<file path="src/gpt_consts.svh">
// Constants for the general-purpose timer block
// Behaviour
// Reset sets counters and load registers to ones
// Reset clears prescale counters and prescale registers
// After reset block idle, control registers default
// Configuration 0 one-shot/periodic, 1 real-time clock
// 32-bit load write splits into both halves
// 32-bit count read joins both halves
// 32-bit mode single timer; 16-bit halves independent
// 32-bit mode uses first mode field only
// Enabled timer counts down, reloads after zero
// One-shot stops and clears enable; periodic continues
// Zero sets raw timeout flag and trigger
// Unmasked timeout also sets masked flag
// Load write while running reloads next cycle
// Debug stall bit freezes counting during halt
// Real-time clock first selection loads one
// Later real-time loads come from match register
// Outside supplies 32.768 kHz on even pin
// Divide input to 1 Hz, count per tick
// Match rolls counter to zero, keeps counting
// Match sets raw flag, masked flag, interrupt
// Clear bit write clears real-time flags
// Clock stall enable overrides both debug stalls; the code overrides only the first stall, in real-time clock mode
// Real-time input synchronised and edge detected
// Configuration 4 selects independent 16-bit halves
`ifndef GPT_CONSTS_SVH
`define GPT_CONSTS_SVH

// ****************************************************************
// Register byte offsets
// ****************************************************************
`define GPT_OFF_CFG 8'h00
`define GPT_OFF_MODE_A 8'h04
`define GPT_OFF_MODE_B 8'h08
`define GPT_OFF_CTL 8'h0C
`define GPT_OFF_IMR 8'h18
`define GPT_OFF_RIS 8'h1C
`define GPT_OFF_MIS 8'h20
`define GPT_OFF_ICR 8'h24
`define GPT_OFF_ILR_A 8'h28
`define GPT_OFF_ILR_B 8'h2C
`define GPT_OFF_MATCH 8'h30
`define GPT_OFF_PR_A 8'h38
`define GPT_OFF_PR_B 8'h3C
`define GPT_OFF_CNT_A 8'h48
`define GPT_OFF_CNT_B 8'h4C

// ****************************************************************
// Field values and bit positions
// ****************************************************************
`define GPT_CFG_32T 3'h0
`define GPT_CFG_RTC 3'h1
`define GPT_CFG_16 3'h4
`define GPT_MODE_ONESHOT 2'h1
`define GPT_MODE_PERIODIC 2'h2
`define GPT_CTL_EN_A 0
`define GPT_CTL_STALL_A 1
`define GPT_CTL_CLK_STALL 4
`define GPT_CTL_EN_B 8
`define GPT_CTL_STALL_B 9
`define GPT_ST_TO_A 0
`define GPT_ST_RTC 3
`define GPT_ST_TO_B 8

// ****************************************************************
// Reset values and timing
// ****************************************************************
`define GPT_CNT_RST 16'hFFFF
`define GPT_PR_RST 8'h00
`define GPT_ZERO16 16'h0000
`define GPT_ZERO32 32'h0000_0000
`define GPT_RTC_START 32'h0000_0001
`define GPT_RTC_IN_HZ 32768
`define GPT_RTC_TICK_HZ 1
`define GPT_RTC_DIV (`GPT_RTC_IN_HZ / `GPT_RTC_TICK_HZ)
`define GPT_DIV_W 16

`endif

</file>
<file path="src/gpt_pkg.sv">
// Types shared by the timer modules
package gpt_pkg;

  typedef struct packed {
    logic [2:0] cfg;
    logic [3:0] mode_a;
    logic [3:0] mode_b;
    logic en_a;
    logic stall_a;
    logic clk_stall;
    logic en_b;
    logic stall_b;
    logic [15:0] cnt_a;
    logic [15:0] cnt_b;
    logic [15:0] ilr_a;
    logic [15:0] ilr_b;
    logic [31:0] match;
    logic [7:0] pr_a;
    logic [7:0] pr_b;
    logic [7:0] pc_a;
    logic [7:0] pc_b;
    logic [2:0] imr;
    logic [2:0] ris;
    logic rtc_loaded;
    logic ack;
    logic [31:0] dat;
    logic trig_a;
    logic trig_b;
  } gpt_state_s;

  typedef struct packed {
    logic [2:0] sync;
    logic lvl;
    logic [15:0] cnt;
    logic tick;
  } gpt_div_s;

endpackage

</file>
<file path="src/gpt_rtc_div.sv">
// Real-time clock input synchroniser and divide-to-tick prescaler
`timescale 1ns/1ns
`default_nettype none
`include "gpt_consts.svh"

module gpt_rtc_div #(
  parameter int DIV = `GPT_RTC_DIV
) (
  input wire logic clk,
  input wire logic rst,
  input wire logic pin,
  input wire logic run,
  output logic tick
);

  // Counter width is fixed by the state record
  if (DIV < 2 || DIV > (1 << `GPT_DIV_W))
  begin : g_chk
    $error("gpt_rtc_div: DIV out of range");
  end

  localparam logic [15:0] LAST = 16'(DIV - 1);

  gpt_pkg::gpt_div_s r;
  gpt_pkg::gpt_div_s next_r;
  logic rise;

  // ****************************************************************
  // Synchronise, filter, divide
  // ****************************************************************
  // Level accepted only when stages two and three agree
  always_comb
  begin
    next_r = r;
    next_r.sync = {r.sync[1:0], pin};
    rise = (r.sync[1] == r.sync[2]) && r.sync[2] && !r.lvl;
    if (r.sync[1] == r.sync[2])
    begin
      next_r.lvl = r.sync[2];
    end
    next_r.tick = 1'b0;
    // Divider parks while the counter is off or frozen
    if (!run)
    begin
      next_r.cnt = `GPT_ZERO16;
    end
    else if (rise)
    begin
      if (r.cnt == LAST)
      begin
        next_r.cnt = `GPT_ZERO16;
        next_r.tick = 1'b1;
      end
      else
      begin
        next_r.cnt = r.cnt + 16'h0001;
      end
    end
  end

  // State register
  always_ff @(posedge clk)
  begin
    if (rst)
    begin
      r <= '0;
    end
    else
    begin
      r <= next_r;
    end
  end

  assign tick = r.tick;

endmodule
`default_nettype wire

</file>
<file path="src/gpt_top.sv">
// General-purpose timer: 32-bit timer, real-time clock, 16-bit halves
`timescale 1ns/1ns
`default_nettype none
`include "gpt_consts.svh"

module gpt_top #(
  parameter int RTC_DIV = `GPT_RTC_DIV
) (
  input wire logic clk,
  input wire logic rst,
  input wire logic wb_cyc_i,
  input wire logic wb_stb_i,
  input wire logic wb_we_i,
  input wire logic [7:0] wb_adr_i,
  input wire logic [3:0] wb_sel_i,
  input wire logic [31:0] wb_dat_i,
  output logic [31:0] wb_dat_o,
  output logic wb_ack_o,
  input wire logic capture_pin_even_t0,
  input wire logic debug_halt,
  output logic irq,
  output logic first_timeout_trigger,
  output logic second_timeout_trigger
);

  gpt_pkg::gpt_state_s r;
  gpt_pkg::gpt_state_s next_r;
  logic rtc_tick;
  logic rtc_run;
  logic frozen_a;
  logic frozen_b;
  logic wr;
  logic [31:0] cur_cnt;
  logic [31:0] cur_ilr;
  logic is32;

  // ****************************************************************
  // Helpers
  // ****************************************************************
  // Byte-lane merge for partial writes
  function automatic logic [31:0] merge(input logic [31:0] old,
                                        input logic [31:0] nw,
                                        input logic [3:0] sel);
    logic [31:0] v;
    v = old;
    for (int i = 0; i < 4; i++)
    begin
      if (sel[i])
      begin
        v[i*8 +: 8] = nw[i*8 +: 8];
      end
    end
    return v;
  endfunction

  // Internal flag triple to register bit layout
  function automatic logic [31:0] expand(input logic [2:0] s);
    logic [31:0] v;
    v = '0;
    v[`GPT_ST_TO_A] = s[0];
    v[`GPT_ST_TO_B] = s[1];
    v[`GPT_ST_RTC] = s[2];
    return v;
  endfunction

  function automatic logic [2:0] compress(input logic [31:0] w);
    return {w[`GPT_ST_RTC], w[`GPT_ST_TO_B], w[`GPT_ST_TO_A]};
  endfunction

  // Only one-shot and periodic run; other mode codes hold still
  function automatic logic counts(input logic [3:0] m);
    return (m[1:0] == `GPT_MODE_ONESHOT) || (m[1:0] == `GPT_MODE_PERIODIC);
  endfunction

  // One 16-bit step with prescaler: returns {timeout, pc, cnt}
  function automatic logic [24:0] half_step(input logic [15:0] cnt,
                                            input logic [15:0] ilr,
                                            input logic [7:0] pc,
                                            input logic [7:0] pr);
    logic [24:0] v;
    v = {1'b0, pc, cnt};
    if (pc != `GPT_PR_RST)
    begin
      v[23:16] = pc - 8'h01;
    end
    else
    begin
      v[23:16] = pr;
      if (cnt == `GPT_ZERO16)
      begin
        v = {1'b1, pr, ilr};
      end
      else
      begin
        v[15:0] = cnt - 16'h0001;
      end
    end
    return v;
  endfunction

  // ****************************************************************
  // Real-time clock input
  // ****************************************************************
  // Debug halt is a same-clock signal from the core, so no synchroniser
  assign is32 = (r.cfg == `GPT_CFG_32T) || (r.cfg == `GPT_CFG_RTC);
  assign frozen_a = debug_halt && r.stall_a
                    && !(r.cfg == `GPT_CFG_RTC && r.clk_stall);
  assign frozen_b = debug_halt && r.stall_b;
  assign rtc_run = (r.cfg == `GPT_CFG_RTC) && r.en_a && !frozen_a;
  assign cur_cnt = {r.cnt_b, r.cnt_a};
  assign cur_ilr = {r.ilr_b, r.ilr_a};
  assign wr = wb_cyc_i && wb_stb_i && wb_we_i && r.ack;

  gpt_rtc_div #(
    .DIV(RTC_DIV)
  ) i_gpt_rtc_div (
    .clk(clk),
    .rst(rst),
    .pin(capture_pin_even_t0),
    .run(rtc_run),
    .tick(rtc_tick)
  );

  // ****************************************************************
  // Next state
  // ****************************************************************
  always_comb
  begin
    logic [31:0] n32;
    logic [31:0] w;
    logic [31:0] rd;
    logic [24:0] sa;
    logic [24:0] sb;
    logic [2:0] set_st;
    logic [2:0] clr_st;
    n32 = cur_cnt;
    w = '0;
    rd = '0;
    sa = '0;
    sb = '0;
    set_st = 3'h0;
    clr_st = 3'h0;
    next_r = r;
    next_r.trig_a = 1'b0;
    next_r.trig_b = 1'b0;
    // Ack one cycle after the request, dropped the cycle after
    next_r.ack = wb_cyc_i && wb_stb_i && !r.ack;

    // Counting per configuration
    case (r.cfg)
      `GPT_CFG_32T:
      begin
        if (r.en_a && !frozen_a && counts(r.mode_a))
        begin
          if (cur_cnt == `GPT_ZERO32)
          begin
            n32 = cur_ilr;
            set_st[0] = 1'b1;
            next_r.trig_a = 1'b1;
            if (r.mode_a[1:0] == `GPT_MODE_ONESHOT)
            begin
              next_r.en_a = 1'b0;
            end
          end
          else
          begin
            n32 = cur_cnt - 32'h0000_0001;
          end
        end
      end
      `GPT_CFG_RTC:
      begin
        if (rtc_run && rtc_tick)
        begin
          if (cur_cnt == r.match)
          begin
            n32 = `GPT_ZERO32;
            set_st[2] = 1'b1;
          end
          else
          begin
            n32 = cur_cnt + 32'h0000_0001;
          end
        end
      end
      `GPT_CFG_16:
      begin
        // Each half runs on its own mode, enable and stall
        sa = half_step(r.cnt_a, r.ilr_a, r.pc_a, r.pr_a);
        sb = half_step(r.cnt_b, r.ilr_b, r.pc_b, r.pr_b);
        if (r.en_a && !frozen_a && counts(r.mode_a))
        begin
          {set_st[0], next_r.pc_a, n32[15:0]} = sa;
          next_r.trig_a = sa[24];
          if (sa[24] && r.mode_a[1:0] == `GPT_MODE_ONESHOT)
          begin
            next_r.en_a = 1'b0;
          end
        end
        if (r.en_b && !frozen_b && counts(r.mode_b))
        begin
          {set_st[1], next_r.pc_b, n32[31:16]} = sb;
          next_r.trig_b = sb[24];
          if (sb[24] && r.mode_b[1:0] == `GPT_MODE_ONESHOT)
          begin
            next_r.en_b = 1'b0;
          end
        end
      end
      default:
      begin
        n32 = cur_cnt;
      end
    endcase

    // Register writes land at the acknowledging edge; all but a flag clear win over counting
    if (wr)
    begin
      case (wb_adr_i)
        `GPT_OFF_CFG:
        begin
          w = merge(32'(r.cfg), wb_dat_i, wb_sel_i);
          next_r.cfg = w[2:0];
          if (w[2:0] == `GPT_CFG_RTC)
          begin
            n32 = r.rtc_loaded ? r.match : `GPT_RTC_START;
            next_r.rtc_loaded = 1'b1;
          end
        end
        `GPT_OFF_MODE_A:
        begin
          w = merge(32'(r.mode_a), wb_dat_i, wb_sel_i);
          next_r.mode_a = w[3:0];
        end
        `GPT_OFF_MODE_B:
        begin
          w = merge(32'(r.mode_b), wb_dat_i, wb_sel_i);
          next_r.mode_b = w[3:0];
        end
        `GPT_OFF_CTL:
        begin
          w = merge('0, wb_dat_i, wb_sel_i);
          next_r.en_a = w[`GPT_CTL_EN_A];
          next_r.stall_a = w[`GPT_CTL_STALL_A];
          next_r.clk_stall = w[`GPT_CTL_CLK_STALL];
          next_r.en_b = w[`GPT_CTL_EN_B];
          next_r.stall_b = w[`GPT_CTL_STALL_B];
        end
        `GPT_OFF_IMR:
        begin
          w = merge(expand(r.imr), wb_dat_i, wb_sel_i);
          next_r.imr = compress(w);
        end
        `GPT_OFF_ICR:
        begin
          clr_st = compress(merge('0, wb_dat_i, wb_sel_i));
        end
        `GPT_OFF_ILR_A:
        begin
          w = merge(is32 ? cur_ilr : 32'(r.ilr_a), wb_dat_i, wb_sel_i);
          if (is32)
          begin
            {next_r.ilr_b, next_r.ilr_a} = w;
            n32 = w;
          end
          else
          begin
            next_r.ilr_a = w[15:0];
            n32[15:0] = w[15:0];
          end
        end
        `GPT_OFF_ILR_B:
        begin
          w = merge(32'(r.ilr_b), wb_dat_i, wb_sel_i);
          next_r.ilr_b = w[15:0];
          n32[31:16] = w[15:0];
        end
        `GPT_OFF_MATCH:
        begin
          next_r.match = merge(r.match, wb_dat_i, wb_sel_i);
        end
        `GPT_OFF_PR_A:
        begin
          w = merge(32'(r.pr_a), wb_dat_i, wb_sel_i);
          next_r.pr_a = w[7:0];
        end
        `GPT_OFF_PR_B:
        begin
          w = merge(32'(r.pr_b), wb_dat_i, wb_sel_i);
          next_r.pr_b = w[7:0];
        end
        default:
        begin
          w = '0;
        end
      endcase
    end
    {next_r.cnt_b, next_r.cnt_a} = n32;
    // A flag event in the clearing cycle survives the clear
    next_r.ris = (r.ris & ~clr_st) | set_st;

    // Read data captured with the ack; unmapped reads give zero
    case (wb_adr_i)
      `GPT_OFF_CFG: rd = 32'(r.cfg);
      `GPT_OFF_MODE_A: rd = 32'(r.mode_a);
      `GPT_OFF_MODE_B: rd = 32'(r.mode_b);
      `GPT_OFF_CTL:
      begin
        rd[`GPT_CTL_EN_A] = r.en_a;
        rd[`GPT_CTL_STALL_A] = r.stall_a;
        rd[`GPT_CTL_CLK_STALL] = r.clk_stall;
        rd[`GPT_CTL_EN_B] = r.en_b;
        rd[`GPT_CTL_STALL_B] = r.stall_b;
      end
      `GPT_OFF_IMR: rd = expand(r.imr);
      `GPT_OFF_RIS: rd = expand(r.ris);
      `GPT_OFF_MIS: rd = expand(r.ris & r.imr);
      `GPT_OFF_ILR_A: rd = is32 ? cur_ilr : 32'(r.ilr_a);
      `GPT_OFF_ILR_B: rd = 32'(r.ilr_b);
      `GPT_OFF_MATCH: rd = r.match;
      `GPT_OFF_PR_A: rd = 32'(r.pr_a);
      `GPT_OFF_PR_B: rd = 32'(r.pr_b);
      `GPT_OFF_CNT_A: rd = is32 ? cur_cnt : 32'(r.cnt_a);
      `GPT_OFF_CNT_B: rd = 32'(r.cnt_b);
      default: rd = '0;
    endcase
    if (next_r.ack && !wb_we_i)
    begin
      next_r.dat = rd;
    end
  end

  // ****************************************************************
  // State register
  // ****************************************************************
  // Everything idles at reset except the all-ones counters and loads
  always_ff @(posedge clk)
  begin
    if (rst)
    begin
      r <= '0;
      r.cnt_a <= `GPT_CNT_RST;
      r.cnt_b <= `GPT_CNT_RST;
      r.ilr_a <= `GPT_CNT_RST;
      r.ilr_b <= `GPT_CNT_RST;
    end
    else
    begin
      r <= next_r;
    end
  end

  assign wb_dat_o = r.dat;
  assign wb_ack_o = r.ack;
  assign irq = |(r.ris & r.imr);
  assign first_timeout_trigger = r.trig_a;
  assign second_timeout_trigger = r.trig_b;

  // ****************************************************************
  // Checks
  // ****************************************************************
  property p_rst_ones;
    @(posedge clk) disable iff (rst)
    $fell(rst) |-> cur_cnt == {`GPT_CNT_RST, `GPT_CNT_RST}
                   && cur_ilr == {`GPT_CNT_RST, `GPT_CNT_RST};
  endproperty
  a_rst_ones: assert property (p_rst_ones)
    else $error("counters or loads not all ones after reset");

  property p_rst_pre;
    @(posedge clk) disable iff (rst)
    $fell(rst) |-> r.pc_a == `GPT_PR_RST && r.pc_b == `GPT_PR_RST
                   && r.pr_a == `GPT_PR_RST && r.pr_b == `GPT_PR_RST;
  endproperty
  a_rst_pre: assert property (p_rst_pre)
    else $error("prescale not cleared after reset");

  property p_rst_idle;
    @(posedge clk) disable iff (rst)
    $fell(rst) |-> !r.en_a && !r.en_b && r.cfg == `GPT_CFG_32T && !irq
                   ##1 $stable(cur_cnt);
  endproperty
  a_rst_idle: assert property (p_rst_idle)
    else $error("block not idle after reset");

  property p_oneshot;
    @(posedge clk) disable iff (rst)
    (r.cfg == `GPT_CFG_32T && r.en_a && !frozen_a && !wr
     && r.mode_a[1:0] == `GPT_MODE_ONESHOT && cur_cnt == `GPT_ZERO32)
    |=> !r.en_a && cur_cnt == $past(cur_ilr);
  endproperty
  a_oneshot: assert property (p_oneshot)
    else $error("one-shot did not reload and stop");

  property p_timeout;
    @(posedge clk) disable iff (rst)
    (r.cfg == `GPT_CFG_32T && r.en_a && !frozen_a && counts(r.mode_a)
     && cur_cnt == `GPT_ZERO32)
    |=> r.ris[0] && first_timeout_trigger ##1 !first_timeout_trigger;
  endproperty
  a_timeout: assert property (p_timeout)
    else $error("timeout flag or trigger missing");

  property p_masked;
    @(posedge clk) disable iff (rst)
    (r.ris[0] && r.imr[0]) || (r.ris[2] && r.imr[2]) |-> irq;
  endproperty
  a_masked: assert property (p_masked)
    else $error("unmasked flag did not raise interrupt");

  property p_reload;
    @(posedge clk) disable iff (rst)
    (wr && wb_adr_i == `GPT_OFF_ILR_A && wb_sel_i == 4'hF
     && r.cfg == `GPT_CFG_32T) |=> cur_cnt == $past(wb_dat_i);
  endproperty
  a_reload: assert property (p_reload)
    else $error("load write not taken by counter");

  property p_stall;
    @(posedge clk) disable iff (rst)
    (r.cfg == `GPT_CFG_32T && frozen_a && !wr) |=> $stable(cur_cnt);
  endproperty
  a_stall: assert property (p_stall)
    else $error("counter moved during debug stall");

  property p_rtc_first;
    @(posedge clk) disable iff (rst)
    (wr && wb_adr_i == `GPT_OFF_CFG && wb_sel_i[0] && !r.rtc_loaded
     && wb_dat_i[2:0] == `GPT_CFG_RTC) |=> cur_cnt == `GPT_RTC_START;
  endproperty
  a_rtc_first: assert property (p_rtc_first)
    else $error("first clock selection did not load one");

  property p_rtc_roll;
    @(posedge clk) disable iff (rst)
    (rtc_run && rtc_tick && cur_cnt == r.match && !wr)
    |=> cur_cnt == `GPT_ZERO32 && r.ris[2];
  endproperty
  a_rtc_roll: assert property (p_rtc_roll)
    else $error("clock match did not roll over and flag");

endmodule
`default_nettype wire

</file>
<file path="config.mk">
export PLATFORM = sky130hd
export DESIGN_NAME = gpt_top
export DESIGN_NICKNAME = d
export VERILOG_FILES = /design/src/gpt_pkg.sv /design/src/gpt_rtc_div.sv /design/src/gpt_top.sv
export VERILOG_INCLUDE_DIRS = /design/src /design/src/src
export SDC_FILE = /design/constraint.sdc
export NUM_CORES = 1
export LEC_CHECK = 0
export BUFFER_PORTS_ARGS = -buffer_cell sky130_fd_sc_hd__buf_2
export CAP_MARGIN = 5
export CELL_PAD_IN_SITES_DETAIL_PLACEMENT = 1
export CELL_PAD_IN_SITES_GLOBAL_PLACEMENT = 1
export CORE_UTILIZATION = 35
export CTS_BUF_LIST = sky130_fd_sc_hd__clkbuf_4 sky130_fd_sc_hd__clkbuf_8
export DETAILED_ROUTE_END_ITERATION = 8
export PLACE_DENSITY = 0.63
export SLEW_MARGIN = 20
export SYNTH_ARGS = -nofsm -noshare
export SYNTH_HDL_FRONTEND = slang
export SYNTH_SLANG_ARGS = --single-unit
</file>
<file path="constraint.sdc">
create_clock -name clk -period 2.8 [get_ports clk]
set_input_delay 0.14 -clock clk [delete_from_list [all_inputs] [get_ports clk]]
set_output_delay 0.14 -clock clk [all_outputs]
set_load 0.01 [all_outputs]
</file>
==> results of run 1 <==
[power by group through the flow]
| stage | registers (W) | clock network [W] | logic [W] |
|---|---|---|---|
| 6_report | 0.00298 | 0.00373 | 0.000478 |
| 5_1_grt | 0.00298 | 0.00393 | 0.000508 |
| 4_1_cts | 0.00298 | 0.00380 | 0.000468 |
| 3_5_place_dp | 0.00305 | 0 | 0.000427 |
| 3_3_place_gp | 0.00304 | 0 | 0.000420 |
| 2_1_floorplan | 0.00304 | 0 | 0.000235 |
[synth_stat cells (16+ instances only)]
master	count	area, µm²
inv_1	52	195
a22oi_1	20	150
and2_1	16	100
nor4_1	33	206
xnor2_1	21	184
clkbuf_1	133	499
nand3_1	75	375
o31ai_1	26	195
nand2_1	225	845
o221ai_1	17	149
xor2_1	52	455
a221oi_1	19	166
nand4_1	24	150
buf_4	34	255
a21o_1	17	128
buf_2	17	85.1
o211ai_1	23	173
a222oi_1	53	531
o21ai_0	116	581
nor3_1	47	235
dfxtp_1	207	4140
a21oi_1	139	696
a31oi_1	17	106
nor2_1	188	706
a211oi_1	43	323
mux2i_1	47	470
[worst max path at each step]
stage	startpoint	end	slack, ns	cells after the start
after floorplan	cur_cnt[0]	cur_cnt[17]	0.14	11
after global placement	cur_cnt[30]	cur_cnt[18]	-0.22	11
after detailed placement	cur_cnt[30]	cur_cnt[18]	-0.16	11
after CTS	cur_cnt[24]	cur_cnt[28]	0.03	7
after global routing	cur_cnt[3]	cur_cnt[30]	-0.06	8
final	cur_cnt[0]	cur_cnt[18]	0.01	12
[worst max-delay path: cells and delay by family, from the launching register on]
family / cells / cell delay [ns]
fa+ha+maj: 1 / 0.16
buf+inv: 4 / 0.60
simple gates: 3 / 1.01
compound gates: 4 / 0.57
flops: 1 / 0.30
[cell type report]
class | count | area share
multi-input cells | 1464 | 0.507
flip-flops and latches | 207 | 0.229
repair buffers | 389 | 0.163
clock buffers | 69 | 0.0473
well taps | 525 | 0.0363
inverters | 52 | 0.0108
clock inverters | 6 | 0.00622
[cells in the final DEF (no fill, tap or decap), types with 41 or more instances in the layout]
master / instances
a211oi_1: 41
a21oi_1: 136
a222oi_1: 53
buf_2: 85
buf_4: 252
clkbuf_8: 54
dfxtp_1: 199
inv_1: 52
mux2i_1: 47
nand2_1: 224
nand3_1: 74
nor2_1: 186
nor3_1: 44
o21ai_0: 116
xor2_1: 52
[kinds of logic after synthesis]
group                      synth area share
DFF                                   0.290
and+or+nand+nor                       0.242
adders and majority gates           0.00965
AOI/OAI and AO/OA                     0.303
muxes                                0.0346
buffers and inverters                0.0757
xor gates and xnor gates             0.0448
[routing by layer]
layer	part of all wire	wire length, µm	track usage
met1	0.40	33500	0.498
met2	0.45	37300	0.630
met4	0.064	5270	0.239
met5	0.00016	13	0
met3	0.081	6700	0.0660
[flip-flops by register name, indices dropped and copies added, names as in the netlist]
signal,cells
cur_cnt,32
wb_ack_o,1
i_gpt_rtc_div.next_r,2
r,87
cur_ilr,32
wb_dat_o,32
i_gpt_rtc_div.r,18
i_gpt_rtc_div.tick,1
second_timeout_trigger,1
first_timeout_trigger,1
[through the flow]
| stage | total power (W) | setup TNS (ns) | cell area [µm²] |
|---|---|---|---|
| 2_1_floorplan | 0.00328 | 0 | 14300 |
| 4_1_cts | 0.00725 | 0 | 18000 |
| 3_5_place_dp | 0.00347 | -0.247 | 16600 |
| 3_3_place_gp | 0.00346 | -0.349 | 16600 |
| 5_1_grt | 0.00742 | -0.235 | 18100 |
| 6_report | 0.00719 | 0 | 18100 |
[what timing repair did]
| action | CTS | global route |
|---|---|---|
| setup endpoints to repair | 4 | 19 |
| pin swaps | 0 | 4 |
| hold buffers | 38 | 0 |
| endpoints found under the hold margin | 85 | 0 |
| buffers inserted | 0 | 5 |
| resized for setup | 9 | 19 |
==> metrics.md, run 1 <==
| Metric | Value |
|---|---|
| Synthesized area | 0.0143 mm² |
| Tot GR Track Use | 0.395 |
| Worst hold slack | 0.103 ns |
| Vias in the first global route | roughly 18,000 |
| Final Max Slew Viols | 0 |
| Status | finished, final reports clean |
| Reg area | roughly 0.0042 mm² |
| WHS Path Cells | 5 |
| I/O pin count | 87 |
| Worst reg2reg endpoint | cur_cnt[18] |
| Worst path arrival time | approximately 3.3 ns |
| First DRT Iteration DRCs | between 2,000 and 2,500 |
| Slowest CP cell | or3b_2 |
| Largest fanout on the critical path | 8 |
| Worst Tran Pin Value | around 1.2 ns |
| Vias per cell | roughly 6.4 |
| NetSw | 0.00185 W |
| Fmax | between 0.3 and 0.4 GHz |
| DRC viols | 0 |
| Asr flop ratio synth | 0 |
| Switching Fraction | 0.257 |
| CTS tree | yes |
| Internal power | roughly 0.0053 W |
| Sequential area share after synthesis | 0.290 |
| Port bufs | 86 |
| Hold crit path type | in2reg |
| Fin cells | 2,712 |
| Crit Path Category | reg2reg |
| Die area | 0.0416 mm² |
| Setup-failing EPs final | 0 |
| Max Root-Sink Buffers | 3 |
| Fillers | roughly 5,000 |
| Multi-input logic area | just over 0.009 mm² |
| Max-slew headroom | 0.214 |
| PwrDens | between 300 and 400 mW/mm² |
| Clock skew | 0.0229 ns |
| Syn avg cell area | between 7 and 8 µm² |
| ANT nets after route | 0 |
| Hold path endpoint | wb_dat_o[4] |
| Critical-path cell list | inv_1, ha_1, or3b_2, nor4_4, buf_6, buf_4, nand3_1, a2bb2oi_1, o21ai_0, a211oi_2, buf_4, o22ai_1 |
| Placed cells | 2,594 |
| Crit path launch type | flip-flop |
| Final Util | 0.453 |
| Synth cell types | 88 |
| Clk pwr share | 0.519 |
| Reg power frac | 0.415 |
| HPWL after DPL | ~63,000 µm |
| Vias | 17,400 |
| Num CTS Buffers | 42 |
| Synth Instances | approximately 1,900 |
| RSZ-0062 raised after global routing | true |
| Leak pwr | 7.15 nW |
| Worst vdd ir | between 500 and 600 µV |
| Reg2reg path depth | 12 |
| Initial Util | 0.357 |
| Avg WL per Cell | roughly 31 µm |
| Period Utilization, post-route | 0.996 |
| Synthesis-to-finish area growth | 26.9% |
| Post-synth net total | roughly 2,000 |
| Layout Nets | ~2,200 |
| Reg2reg setup slack | roughly 0.0099 ns |
| H-tree depth | 2 |
| Reg-to-Reg Start | cur_cnt[0] |
| Detailed Routing Iterations Pass 1 | 6 |
| Most common cell on crit path | buf_4 |
| Comb pwr share | 0.067 |
| Layout cells sized above 1 | 0.226 |
| FP Rows | between 70 and 80 |
| CTS Sinks | a little over 200 |
| Worst Min Path Start | wb_we_i |
| Max-Cap Viols | 0 |
| CP required | ~3.3 ns |
| Largest net degree at the start of global routing | 85 |
| RD Place Congestion | 0.994 |
| YS warnings | 0 |
| Post-synth EDFFs | 0 |
| Final Routed Wirelength | a little over 80,000 µm |
| Worst-path clk slew | around 0.060 ns |
| Final Worst Setup Slack | about 0.0099 ns |
| Core area | approximately 0.04 mm² |
| Dpl ws | -0.162 ns |
| Number of synthesized register bits | 207 |
| Total grt overflow | 0 |
| Chip width | roughly 200 µm |
| Initial antenna violation count | 3 |
| First-pass GRT wire length | around 120,000 µm |
| Endpoint class of the critical path | flip-flop |
| Ant diodes | 0 |
| Tmin final | 2.79 ns |
| Die H | 204 µm |
| Clk Latency, worst-skew pair | between 0.6 and 0.7 ns |
| CTS root buf | clkbuf_8 |
| Hold Vio Cnt, Final | 0 |
| Delay of the slowest cell on the worst path | 0.53 ns |
| Primary FF master, synth | dfxtp_1 |
(Power assumes the default switching activity.)
==> run 2: changes to the inputs <==
PLACE_DENSITY = unset   (was 0.63)
PLACE_DENSITY_LB_ADDON = 0.1   (was unset)
==> run 2 against run 1 <==
  * Maximum frequency up 3.0%
  * Sequential power about the same
  * Non-clock buffer count unchanged
  * Worst setup slack better by 0.081 ns
  * Routed wire length down 1.6%
  * Design area up 0.33%
==> metrics.md, run 2 (synthesized netlist as in run 1, its figures left out) <==
| Metric | Value |
|---|---|
| Worst Tran Pin Value | 1.07 ns |
| Initial Util | 0.357 |
| Max-Cap Viols | 0 |
| Slowest CP cell | dfxtp_1 |
| Biggest register | r |
| Fmax | roughly 0.37 GHz |
| RSZ-0062 raised after global routing | false |
| Tot GR Track Use | 0.387 |
| Crit. path cell count | 10 |
| Detailed Routing Iterations Pass 1 | 8 |
| Initial antenna violation count | 1 |
| Vias | approximately 17,000 |
| Die H | 204 µm |
| Clock skew | ~0.045 ns |
| Delay of the slowest cell on the worst path | approximately 0.36 ns |
| H-tree depth | 2 |
| Reg-to-Reg Start | r[183] |
| Avg WL per Cell | approximately 30 µm |
| CTS tree | yes |
| CP Launch Point | r[183] |
| Die area | around 0.042 mm² |
| Max Root-Sink Buffers | 3 |
| Most frequent cells in the layout | buf_4 (246), nand2_1 (224), dfxtp_1 (206) |
| CTS root buf | clkbuf_8 |
| Period Utilization, post-route | 0.968 |
| WHS Path Cells | 5 |
| Layout Nets | 2,217 |
| Most common cell on crit path | buf_4 |
| Reg2reg path depth | 10 |
| Core area | ~0.040 mm² |
| Vias per cell | ~6.4 |
| Worst path arrival time | around 3.2 ns |
| Largest net degree at the start of global routing | between 100 and 150 |
| PwrDens | between 300 and 400 mW/mm² |
| Worst-path clk slew | 0.06 ns |
| CP required | 3.33 ns |
| Crit Path Category | reg2reg |
| CTS Sinks | about 210 |
| Endpoint class of the critical path | flip-flop |
| Commonest non-fill, non-tap cell in the layout | buf_4 |
| Reg2reg setup slack | between 0.09 and 0.1 ns |
| Final Worst Setup Slack | ~0.09 ns |
| ANT nets after route | 0 |
| Tmin final | between 2 and 3 ns |
| I/O pin count | between 80 and 90 |
| First-pass GRT wire length | 118,000 µm |
| Largest fanout on the critical path | 9 |
| First DRT Iteration DRCs | 1,808 |
| Final Routed Wirelength | just over 80,000 µm |
| Setup-failing EPs final | 0 |
| Family with the most delay on the worst path | compound AO/OA/AOI/OAI gates |
| Status | finished, final reports clean |
| Synthesis-to-finish area growth | 27.3% |
| Dpl ws | -0.206 ns |
| Total grt overflow | 0 |
| Placed cells | 2,592 |
| Port bufs | 86 |
| Clk Latency, worst-skew pair | around 0.64 ns |
| RD Place Congestion | about 1 |
| Vias in the first global route | 17,200 |
| Leak pwr | slightly above 7 nW |
| DRC viols | 0 |
| Num CTS Buffers | 41 |
| Hold crit path type | in2reg |
| CP bufs+invs | 3 |
| Final Max Slew Viols | 0 |
| Max FFs per register | 87 |
| Fin cells | 2,710 |
| Layout cells sized above 1 | 0.221 |
| Worst reg2reg endpoint | cur_cnt[11] |
| Chip width | around 200 µm |
| FP Rows | 73 |
| Crit path launch type | flip-flop |
| End of the critical path | cur_cnt[11] |
| Final Util | 0.454 |
| Critical-path cell list | buf_4, nor3b_2, buf_4, o2111a_1, buf_4, nand3_1, o21ai_1, a21oi_1, a211o_1, a32oi_1 |
| Hold Vio Cnt, Final | 0 |
| Worst vdd ir | approximately 530 µV |
| HPWL after DPL | ~63,000 µm |
| Max-slew headroom | 0.287 |
## run 2: cell types whose count changed in the layout (fill, tap and decap cells not counted), moves of 3 or more
cell	previous run	this run
clkinv_2	1	5
buf_12	11	14
clkbuf_4	15	9
dfxtp_2	8	1
buf_4	252	246
dfxtp_1	199	206
dlygate4sd3_1	38	43
## run 2: where the power goes
part	switching, W	total (W)	internal [W]
Clock	0.00150	0.00367	0.00217
Combinational	0.000309	0.000471	0.000162
Sequential	0.0000133	0.00298	0.00297
## run 2: how the worst min path moves through the flow
stage                   startpoint                        to
2_1_floorplan  capture_pin_even_t0  i_gpt_rtc_div.next_r[19]
3_3_place_gp          wb_dat_i[28]                    r[102]
3_5_place_dp          wb_dat_i[26]                    r[100]
4_1_cts                    wb_we_i               wb_dat_o[4]
5_1_grt                    wb_we_i               wb_dat_o[4]
6_report                   wb_we_i               wb_dat_o[4]
## run 2: area by class of cell
cell class / count / area (µm²)
fill: 4907 / 21800
multi-input combinational: 1464 / 9220
sequential: 207 / 4150
timing repair buffer: 389 / 2990
clock buffer: 61 / 783
tap: 525 / 657
inverter: 52 / 195
clock inverter: 11 / 165
antenna: 1 / 2.50
## run 2: worst reg2reg max path, stage by stage (launching register included)
cell and delay (ns):
dfxtp_1 0.36, buf_4 0.20, nor3b_2 0.26, buf_4 0.23
o2111a_1 0.27, buf_4 0.18, nand3_1 0.23, o21ai_1 0.24
a21oi_1 0.11, a211o_1 0.28, a32oi_1 0.25
## run 2: layer usage
metal | wire, µm | share of wire | global-route usage
met1 | 33400 | 0.41 | 0.486
met2 | 37200 | 0.46 | 0.622
met3 | 6020 | 0.074 | 0.0644
met4 | 4870 | 0.060 | 0.227
met5 | 14 | 0.00017 | 0
## run 2: metrics by stage
| step | setup TNS [ns] | instance area [µm²] | hold WS (ns) | power (W) |
|---|---|---|---|---|
| floorplan | 0 | 14300 | 0.268 | 0.00328 |
| global placement | -2.05 | 16600 | 0.385 | 0.00346 |
| detailed placement | -1.83 | 16600 | 0.399 | 0.00346 |
| CTS | 0 | 18000 | 0.0158 | 0.00718 |
| global route | 0 | 18200 | 0.0528 | 0.00733 |
| finish | 0 | 18200 | 0.0585 | 0.00712 |
## run 2: what timing repair did
action,4_1_cts,5_1_grt
setup endpoints to repair,22,18
hold endpoints to repair,81,0
cloned,0,0
hold buffers,43,0
pin swaps,1,3
resized for setup,3,25
setup buffers,1,1
